<file path="src/include/host_port_pkg.sv">
// constants shared by the host port decode and status override block
package host_port_pkg;
    // apb register byte offsets
    localparam logic [7:0]  OFF_STRAP      = 8'h00;
    localparam logic [7:0]  OFF_CTRL       = 8'h04;
    localparam logic [7:0]  OFF_IRQ_STATUS = 8'h08;
    localparam logic [7:0]  OFF_IRQ_CLEAR  = 8'h0c;
    localparam logic [7:0]  OFF_IRQ_ENABLE = 8'h10;

    // control register layout and reset value
    localparam int          CTRL_DECODE_EN = 0;
    localparam logic [31:0] CTRL_RST       = 32'h0000_0001;

    // event bits, shared by irq status, clear and enable registers
    localparam int          EV_HIT     = 0;
    localparam int          EV_REFUSED = 1;
    localparam int          EV_IRQ     = 2;
    localparam int          EV_W       = 3;
    localparam logic [2:0]  IRQ_EN_RST = 3'h0;

    // host i/o windows: address lines 9..3 of 3f8 and 2f8
    localparam logic [6:0]  WIN_BASE_PRIMARY   = 7'h7f;
    localparam logic [6:0]  WIN_BASE_SECONDARY = 7'h5f;

    // positions of the pin levels in the synchroniser vector
    localparam int          PIN_CD_OVR  = 0;
    localparam int          PIN_TR_OVR  = 1;
    localparam int          PIN_DEC_EN  = 2;
    localparam int          PIN_WIN_SEL = 3;
    localparam int          PIN_DMA     = 4;
    localparam int          PIN_HIGH_Q  = 5;
    localparam int          PIN_EXT_SEL = 6;
    localparam int          PIN_RD      = 7;
    localparam int          PIN_WR      = 8;
    localparam int          PIN_ADDR    = 9;
    localparam int          PIN_W       = 19;
    // idle levels: pulled-up straps high, strobes idle high, no dma
    localparam logic [18:0] PIN_RST     = 19'h001ef;
endpackage

</file>
<file path="src/host_port_decode.sv">
// host address decoder, status bit overrides and interrupt pin steering
//
// Summary of operation
// With the carrier-detect override low, host status bit 7 follows the controller's value.
// With the carrier-detect override high, host status bit 7 reads as 1.
// With the terminal-ready override low, controller register bit 6 follows the host's value.
// With the terminal-ready override high, controller register bit 6 reads as 1.
// With the external decoder, a host access is allowed only while the external select is low.
// The internal decoder is used when its enable pin is high and bypassed when it is low.
// A system bypassing the internal decoder drives its enable low and ties address 9..3.
// Window select low decodes 3f8-3ff and drives only the primary interrupt pin.
// Window select high decodes 2f8-2ff and drives only the secondary interrupt pin.
// The selected interrupt pin drives only while the interrupt line enable bit is 1.
// No address is decoded while the dma bus owner input is high.
// No address is decoded while the high address qualifier is low.
// The internal decoder matches address 9..3 to the window base and indexes with 2..0.
//
// Chosen here: the register addresses and the APB interface to the registers.
`timescale 1ns/1ps
module host_port_decode
(
    input  wire logic        ref_clk,
    input  wire logic        rstn,
    // apb slave
    input  wire logic        psel,
    input  wire logic        penable,
    input  wire logic        pwrite,
    input  wire logic [7:0]  paddr,
    input  wire logic [31:0] pwdata,
    output logic      [31:0] prdata,
    output logic             pready,
    output logic             pslverr,
    // host pins, asynchronous to ref_clk
    input  wire logic        carrier_detect_override,
    input  wire logic        terminal_ready_override,
    input  wire logic        internal_decoder_enable,
    input  wire logic        port_window_select,
    input  wire logic        dma_bus_owner,
    input  wire logic        high_address_qualify,
    input  wire logic        ext_select_n,
    input  wire logic        host_rd_n,
    input  wire logic        host_wr_n,
    input  wire logic [9:0]  host_addr,
    // register-side values, same clock
    input  wire logic        ctrl_carrier_detect,
    input  wire logic        host_terminal_ready,
    input  wire logic        irq_line_enable_bit,
    input  wire logic        irq_request,
    // results
    output logic             carrier_detect_bit,
    output logic             terminal_ready_bit,
    output logic             host_reg_select,
    output logic [2:0]       host_reg_index,
    output logic             irq_out_primary,
    output logic             irq_out_primary_oe,
    output logic             irq_out_secondary,
    output logic             irq_out_secondary_oe,
    output logic             irq
);

    // window match on address lines 9..3
    function automatic logic window_hit(input logic [9:0] a, input logic sel);
        window_hit = (a[9:3] == (sel ? host_port_pkg::WIN_BASE_SECONDARY
                                     : host_port_pkg::WIN_BASE_PRIMARY));
    endfunction

    logic [host_port_pkg::PIN_W-1:0] pin_meta_r;
    logic [host_port_pkg::PIN_W-1:0] pin_r;
    logic                            cd_ovr;
    logic                            tr_ovr;
    logic                            dec_en;
    logic                            win_sel;
    logic                            dma;
    logic                            high_q;
    logic                            ext_sel_n;
    logic                            strobe;
    logic [9:0]                      addr;
    logic                            addr_ok;
    logic                            access_ok;
    logic                            refused;
    logic [31:0]                     ctrl_r;
    logic [host_port_pkg::EV_W-1:0]  irq_status_r;
    logic [host_port_pkg::EV_W-1:0]  irq_enable_r;
    logic [host_port_pkg::EV_W-1:0]  ev_set;
    logic [host_port_pkg::EV_W-1:0]  ev_clr;
    logic                            cd_bit_r;
    logic                            tr_bit_r;
    logic                            sel_r;
    logic [2:0]                      index_r;
    logic                            irq_p_r;
    logic                            irq_p_oe_r;
    logic                            irq_s_r;
    logic                            irq_s_oe_r;
    logic                            irq_req_d_r;
    logic                            irq_r;
    logic [31:0]                     prdata_r;
    logic                            pready_r;
    logic                            pslverr_r;
    logic                            apb_access;
    logic                            apb_done;
    logic                            addr_mapped;
    logic [31:0]                     rd_mux;

    // pins pass two flops before any logic reads them
    always_ff @(posedge ref_clk or negedge rstn)
    begin
        if (!rstn)
        begin
            pin_meta_r <= host_port_pkg::PIN_RST;
            pin_r      <= host_port_pkg::PIN_RST;
        end
        else
        begin
            pin_meta_r <= {host_addr, host_wr_n, host_rd_n, ext_select_n, high_address_qualify,
                           dma_bus_owner, port_window_select, internal_decoder_enable,
                           terminal_ready_override, carrier_detect_override};
            pin_r      <= pin_meta_r;
        end
    end

    assign cd_ovr    = pin_r[host_port_pkg::PIN_CD_OVR];
    assign tr_ovr    = pin_r[host_port_pkg::PIN_TR_OVR];
    assign dec_en    = pin_r[host_port_pkg::PIN_DEC_EN];
    assign win_sel   = pin_r[host_port_pkg::PIN_WIN_SEL];
    assign dma       = pin_r[host_port_pkg::PIN_DMA];
    assign high_q    = pin_r[host_port_pkg::PIN_HIGH_Q];
    assign ext_sel_n = pin_r[host_port_pkg::PIN_EXT_SEL];
    assign strobe    = !pin_r[host_port_pkg::PIN_RD] || !pin_r[host_port_pkg::PIN_WR];
    assign addr      = pin_r[host_port_pkg::PIN_ADDR +: 10];

    // internal decoder or external select; a bypassed decoder ignores address 9..3,
    // which the host side must tie (see)
    assign addr_ok   = dec_en ? window_hit(addr, win_sel)   // see
                              : !ext_sel_n;
    // dma cycles and an unqualified high address block every decode (see see)
    assign access_ok = strobe && addr_ok && !dma && high_q && ctrl_r[host_port_pkg::CTRL_DECODE_EN];
    assign refused   = strobe && addr_ok && (dma || !high_q);

    always_ff @(posedge ref_clk or negedge rstn)
    begin
        if (!rstn)
        begin
            sel_r   <= 1'b0;
            index_r <= 3'h0;
        end
        else
        begin
            sel_r   <= access_ok;
            index_r <= access_ok ? addr[2:0] : 3'h0;
        end
    end

    // status overrides force the bit high whatever the writer set
    always_ff @(posedge ref_clk or negedge rstn)
    begin
        if (!rstn)
        begin
            cd_bit_r <= 1'b0;
            tr_bit_r <= 1'b0;
        end
        else
        begin
            cd_bit_r <= cd_ovr | ctrl_carrier_detect;   // see
            tr_bit_r <= tr_ovr | host_terminal_ready;   // see
        end
    end

    // only one interrupt pin ever drives; the other stays released
    always_ff @(posedge ref_clk or negedge rstn)
    begin
        if (!rstn)
        begin
            irq_p_r    <= 1'b0;
            irq_p_oe_r <= 1'b0;
            irq_s_r    <= 1'b0;
            irq_s_oe_r <= 1'b0;
        end
        else
        begin
            irq_p_r    <= irq_request;
            irq_s_r    <= irq_request;
            irq_p_oe_r <= irq_line_enable_bit && !win_sel;   // see
            irq_s_oe_r <= irq_line_enable_bit && win_sel;    // see
        end
    end

    // events: accepted access, refused access, rising interrupt request
    always_ff @(posedge ref_clk or negedge rstn)
    begin
        if (!rstn)
            irq_req_d_r <= 1'b0;
        else
            irq_req_d_r <= irq_request;
    end

    assign ev_set[host_port_pkg::EV_HIT]     = access_ok && !sel_r;
    assign ev_set[host_port_pkg::EV_REFUSED] = refused;
    assign ev_set[host_port_pkg::EV_IRQ]     = irq_request && !irq_req_d_r;

    // apb: one wait state, so pready and read data come from flops
    assign apb_access  = psel && penable && !pready_r;
    assign apb_done    = psel && penable && pready_r;
    assign addr_mapped = (paddr == host_port_pkg::OFF_STRAP) || (paddr == host_port_pkg::OFF_CTRL)
                      || (paddr == host_port_pkg::OFF_IRQ_STATUS)
                      || (paddr == host_port_pkg::OFF_IRQ_CLEAR)
                      || (paddr == host_port_pkg::OFF_IRQ_ENABLE);
    assign ev_clr      = (apb_done && pwrite && paddr == host_port_pkg::OFF_IRQ_CLEAR)
                       ? pwdata[host_port_pkg::EV_W-1:0] : '0;

    always_comb
    begin
        rd_mux = 32'h0;
        case (paddr)
            host_port_pkg::OFF_STRAP:      rd_mux = {24'h0, ext_sel_n, high_q, dma, win_sel,
                                                     dec_en, tr_ovr, cd_ovr, sel_r};
            host_port_pkg::OFF_CTRL:       rd_mux = ctrl_r;
            host_port_pkg::OFF_IRQ_STATUS: rd_mux = {29'h0, irq_status_r};
            host_port_pkg::OFF_IRQ_ENABLE: rd_mux = {29'h0, irq_enable_r};
            default:                       rd_mux = 32'h0;
        endcase
    end

    always_ff @(posedge ref_clk or negedge rstn)
    begin
        if (!rstn)
        begin
            pready_r  <= 1'b0;
            pslverr_r <= 1'b0;
            prdata_r  <= 32'h0;
        end
        else
        begin
            pready_r  <= apb_access;
            pslverr_r <= apb_access && !addr_mapped;
            prdata_r  <= (apb_access && !pwrite) ? rd_mux : 32'h0;
        end
    end

    always_ff @(posedge ref_clk or negedge rstn)
    begin
        if (!rstn)
        begin
            ctrl_r       <= host_port_pkg::CTRL_RST;
            irq_enable_r <= host_port_pkg::IRQ_EN_RST;
        end
        else if (apb_done && pwrite)
        begin
            if (paddr == host_port_pkg::OFF_CTRL)
                ctrl_r <= {31'h0, pwdata[host_port_pkg::CTRL_DECODE_EN]};
            if (paddr == host_port_pkg::OFF_IRQ_ENABLE)
                irq_enable_r <= pwdata[host_port_pkg::EV_W-1:0];
        end
    end

    // a new event wins over a clear in the same cycle
    always_ff @(posedge ref_clk or negedge rstn)
    begin
        if (!rstn)
            irq_status_r <= '0;
        else
            irq_status_r <= (irq_status_r & ~ev_clr) | ev_set;
    end

    always_ff @(posedge ref_clk or negedge rstn)
    begin
        if (!rstn)
            irq_r <= 1'b0;
        else
            irq_r <= |(((irq_status_r & ~ev_clr) | ev_set) & irq_enable_r);
    end

    assign prdata               = prdata_r;
    assign pready               = pready_r;
    assign pslverr              = pslverr_r;
    assign carrier_detect_bit   = cd_bit_r;
    assign terminal_ready_bit   = tr_bit_r;
    assign host_reg_select      = sel_r;
    assign host_reg_index       = index_r;
    assign irq_out_primary      = irq_p_r;
    assign irq_out_primary_oe   = irq_p_oe_r;
    assign irq_out_secondary    = irq_s_r;
    assign irq_out_secondary_oe = irq_s_oe_r;
    assign irq                  = irq_r;
endmodule

</file>
<file path="config.mk">
export PLATFORM = sky130hd
export DESIGN_NAME = host_port_decode
export DESIGN_NICKNAME = d
export VERILOG_FILES = /design/src/include/host_port_pkg.sv /design/src/host_port_decode.sv
export SDC_FILE = /design/constraint.sdc
export NUM_CORES = 1
export LEC_CHECK = 0
export BUFFER_PORTS_ARGS = -buffer_cell sky130_fd_sc_hd__buf_2
export CORE_ASPECT_RATIO = 2
export CORE_MARGIN = 4
export CORE_UTILIZATION = 35
export CTS_BUF_LIST = sky130_fd_sc_hd__clkbuf_4 sky130_fd_sc_hd__clkbuf_8
export DETAILED_ROUTE_END_ITERATION = 16
export PLACE_DENSITY = 0.75
export SLEW_MARGIN = 20
export SYNTH_ARGS = -nofsm -noshare
export SYNTH_HDL_FRONTEND = slang
export SYNTH_SLANG_ARGS = --single-unit
</file>
<file path="constraint.sdc">
create_clock -name ref_clk -period 1.9 [get_ports ref_clk]
set_input_delay 0 -clock ref_clk [delete_from_list [all_inputs] [get_ports ref_clk]]
set_output_delay 0 -clock ref_clk [all_outputs]
set_load 0.03 [all_outputs]
</file>
### After elaboration in Yosys (flattened, before gate mapping)

Index checks and enable logic that the tools add are counted.

| word-level totals | value |
|---|---|
| bits in registers | 65 |
| bits of input ports | 68 |
| logic and storage cells | 70 |

| operators by class | value |
|---|---|
| equality and inequality tests | 5 |
| mux-type cells | 6 |
| bitwise logic cells | 6 |
| reductions and logical operators | 37 |

Operator list:

| kind | number |
|---|---|
| $pmux 8 s4 | 1 |
| $eq 8x4->1 const B | 2 |
| $logic_and 1x1->1 | 16 |
| $logic_not 1->1 | 11 |
| $eq 8x3->1 const B | 1 |
| $eq 8x5->1 const B | 1 |
| $logic_not 8->1 | 1 |
| $mux 8 | 1 |
| $eq 7x7->1 | 1 |
| $and 3x3->3 | 2 |
| $logic_or 1x1->1 | 6 |
| $mux 3 | 2 |
| $mux 6 | 1 |
| $reduce_and 2->1 | 2 |
| $not 3->3 | 1 |
| $or 3x3->3 | 1 |
| $reduce_or 3->1 | 1 |
| $or 1x1->1 | 2 |
| $mux 1 | 1 |

### Depth between registers and ports, before layout

| depth | value |
|---|---|
| word-level depth | 11 |
| mapped depth | 6 |
| mapped depth without buffers | 5 |

### Least setup slack after synthesis

No wires, ideal clock.

| path | value |
|---|---|
| path kind | reg-to-reg |
| from | reg pin_r[3] (netlist name) |
| to | reg irq_status_r[0] (netlist name) |
| arrival time | 1.449 ns |
| required time | 1.835 ns |
| setup slack | 0.385 ns |
| cell stages (with the launch flop) | 6 |
| buffers on the path | 0 |
| period minus slack after synthesis | 1.515 ns |
| cell sequence | dfstp_2 -> xor2_1 -> a41oi_1 -> a221oi_1 -> and3_1 -> a22o_1 |

| on the way | value |
|---|---|
| longest elaborated chain between the ends | 9 |

Ends and longest elaborated chain:

| item | line | source |
|---|---|---|
| start, declared | host_port_decode.sv:68 | `logic [host_port_pkg::PIN_W-1:0] pin_r;` |
| start signal, assigned | host_port_decode.sv:110 | `pin_r <= host_port_pkg::PIN_RST;` |
| start signal, assigned | host_port_decode.sv:117 | `pin_r <= pin_meta_r;` |
| $mux 6 | host_port_decode.sv:63 | `window_hit = (a[9:3] == (sel ? host_port_pkg::WIN_BASE_SECONDARY` |
| $eq 7x7->1 | host_port_decode.sv:63 |  |
| $mux 1 | host_port_decode.sv:133 | `assign addr_ok = dec_en ? window_hit(addr, win_sel)` |
| $logic_and 1x1->1 (4 in a row) | host_port_decode.sv:136 | `assign access_ok = strobe && addr_ok && !dma && high_q && ctrl_r[host_port_pkg::CTRL_DECODE_EN];` |
| net access_ok | host_port_decode.sv:79 | `logic access_ok;` |
| $logic_and 1x1->1 | host_port_decode.sv:196 | `assign ev_set[host_port_pkg::EV_HIT] = access_ok && !sel_r;` |
| $or 3x3->3 | host_port_decode.sv:261 | `irq_status_r <= (irq_status_r & ~ev_clr) \| ev_set;` |
| end signal, assigned | host_port_decode.sv:261 |  |
| end, declared | host_port_decode.sv:82 | `logic [host_port_pkg::EV_W-1:0] irq_status_r;` |

The timed path passes the listed nets, and every way through them passes these cells.
A chain may end at the register's enable or synchronous reset.

### Final worst setup path

Same ends and word-level chain as after synthesis.

==> impl_metrics.ini <==
[floorplanning]
fp.dieW_microns = 65.8
io-pin-count = 113
core_sq_um = 6410
die_h_microns = 124
dieArea_sq_um = 8130
start_util_pct = 36.4
rows = 41

[yosys]
yosysMostFrequentCell = dfrtp_1
yosysSeqAreaShare_pct = 70.5
synth_commonest_cells = dfrtp_1 (48), buf_4 (25), dfstp_2 (17)
synthArstFlopShare_pct = 100
synth_top_area_share_pct = 51.4
syn-cell-area_sq_um = 2340
synth_ff_type = dfrtp_1
synth-warning-count = 0
synthTopCellsByArea = dfrtp_1 (51%), dfstp_2 (19%), buf_4 (8.0%), and2_1 (2.4%), mux2_2 (1.9%)
synth_edf_count = 0
ys_types = 33
ys_seq_elements = 65
syn_avg_cell_area_sq_um = 13.9
syn_inst = 168
yosys.area.top_type = dfrtp_1

[layout]
layout.nets = 336
synthToLayoutAreaGrowth_pct = 37.9
fin_util_pct = 50.3
layout-drive-gt1-share_pct = 39.2
diodes = 0

[worst_setup_path]
critPathTopFamily = flip-flops
required_ns = 2.17
reg2reg_slack_ns = 0.20
cpMaxStageDelayCell = dfstp_2
critPathLaunchType = flop
timing.rr.start = pin_r[3]
path_class = flop to flop
slowest_delay_ns = 0.55
cp_max_fo = 5
path_cells = xor2_1, a41oi_1, a221oi_1, buf_4, and3_1, a22o_1
startpoint = pin_r[3]
arrival_ns = 1.98
crit_buf_inv = 1
end_kind = flop

[timing]
rsz0062_at_grt = no
setup_viol = 0
fmax_mhz = 587
fin_ws_ns = 0.197
tns_ns = 0
hold_viol_final = 0
period_needed_ns = 1.70
min_period_over_period_pct = 89.6
maxSlewViolCount = 0
skew_ns = 0.00994

[power_and_ir_drop]
switching_share_pct = 23.3
leakage_uw = 0.00154
ir_drop_mv = 0.561
p_switching_uw = 705
powerDensity_nw_per_um2 = 939
clkPwrFrac_pct = 43.1
finalPower_uw = 3030
comb_power_share_pct = 8.5
p_seq_share_pct = 48.4
power.internal_uw = 2320

[placement]
port_buffers = 59
post-dp-hpwl_microns = 2900
post-place-ws_ns = 0.197
gp_congestion = 0.814

[route]
dr.pass1.iters = 6
drtAntennaViolNets = 0
drcViolationCount = 0
num_vias = 1477
vias_per_cell = 4.11
routed_wirelength_microns = 4240
drt-wirelength-per-cell_microns = 11.8
drtIter0Drc = 43

[hold_path]
hp-class = input port to flop
worstHoldStart = paddr[0]

[run_status]
status = completed

[job]
drv_cap = 0

[cts]
clk_pin_slew_worst_paths_ns = 0.08
ctsLongestPathBuffers = 2
clock-sinks = 65
cts_root_buf = clkbuf_8
cts_tree = built
numCtsBuffers = 9
worstSkewPairLatency_ns = 0.33
htreeDepth = 3

[grt]
grt_pass1_wl_microns = 6700
grt_usage_pct = 11.4
antenna_found_initial = 0
gr-total-overflow = 0
grt_pass1_vias = 1434
grt_max_degree = 66
cell families after synthesis:
logic type             count (synthesis)  share of synthesized area [%]
flip-flops                            65                           70.5
AND/OR/NAND/NOR                       48                           12.7
buffers and inverters                 31                           8.99
AO/OA/AOI/OAI                         15                           4.07
multiplexers                           7                           3.21
XOR/XNOR                               1                          0.375
other                                  1                          0.160
path summary, 6_finish.rpt:
kind | end | cells past startpoint
worst max-delay path | irq_status_r[0] | 6
max in group asynchronous | pin_r[1] | 3
min in group asynchronous | prdata[4] | 3
worst min register to register | pin_r[4] | 0
worst min-delay path | pslverr | 4
worst max register to register | irq_status_r[0] | 6
worst register-to-register path, stage by stage, from the launching register on:
cell	delay [ns]
dfstp_2	0.55
xor2_1	0.18
a41oi_1	0.13
a221oi_1	0.23
buf_4	0.17
and3_1	0.22
a22o_1	0.16
metrics by stage:
stage | cells | cell area, sq um | hold slack, ns
6_report | 359 | 3220 | 0.0710
3_5_place_dp | 310 | 2660 | 0.0410
2_1_floorplan | 191 | 2420 | -0.296
5_1_grt | 359 | 3220 | 0.0874
4_1_cts | 358 | 3200 | 0.0352
3_3_place_gp | 310 | 2660 | 0.0249
final cells by class:
cell class	count	area, sq um
fillers	555	3190
flip-flops and latches	65	1650
repair buffers	94	651
multi-input cells	95	577
clock buffers	10	138
well taps	86	108
clock inverters	6	91.3
inverters	3	11.3
power groups by stage:
stage / combinational, uW / clock (uW) / sequential, uW
final: 257 / 1300 / 1460
after CTS: 256 / 1350 / 1460
after global placement: 202 / 0 / 1490
after detailed placement: 205 / 0 / 1490
after global routing: 280 / 1400 / 1470
after floorplan: 139 / 0 / 1500
per-layer routing:
layer,vias to the layer above,part of all wire [%],track usage (%)
li1,708,-,-
met3,7,6.8,3.36
met4,0,2.1,7.40
met2,59,54,18.5
met5,-,0,0
met1,703,37,12.6
cell usage in the layout, fill, tap and decap left out, types with 4 or more instances in the layout:
cell type      Yosys  layout
buf_2              0      59
dfrtp_1           48      48
dlygate4sd3_1      0      32
conb_1             1      24
dfstp_2           17      17
clkbuf_8           0      10
and2_1             9       9
nand2_1            6       6
nand3_1            6       6
nor2b_1            5       5
a21oi_1            5       5
nor2_1             5       4
o21ai_0            4       4
mux2_2             4       4
sequential cells by signal (all words and copies together), names as in the netlist:
signal	flops
irq_status_r	3
irq_enable_r	3
carrier_detect_bit	1
terminal_ready_bit	1
pready	1
pin_meta_r	19
irq_out_primary_oe	1
host_reg_select	1
irq_out_secondary_oe	1
pslverr	1
irq_req_d_r	1
prdata	8
ctrl_r	1
irq	1
host_reg_index	3
pin_r	19
timing repair:
action / CTS / global route
hold endpoints to repair: 101 / 1
setup endpoints to repair: 0 / 5
resized for setup: 0 / 2
hold buffers: 32 / 1
buffers inserted: 0 / 1
Note: power is estimated with default switching activity, not from simulation.
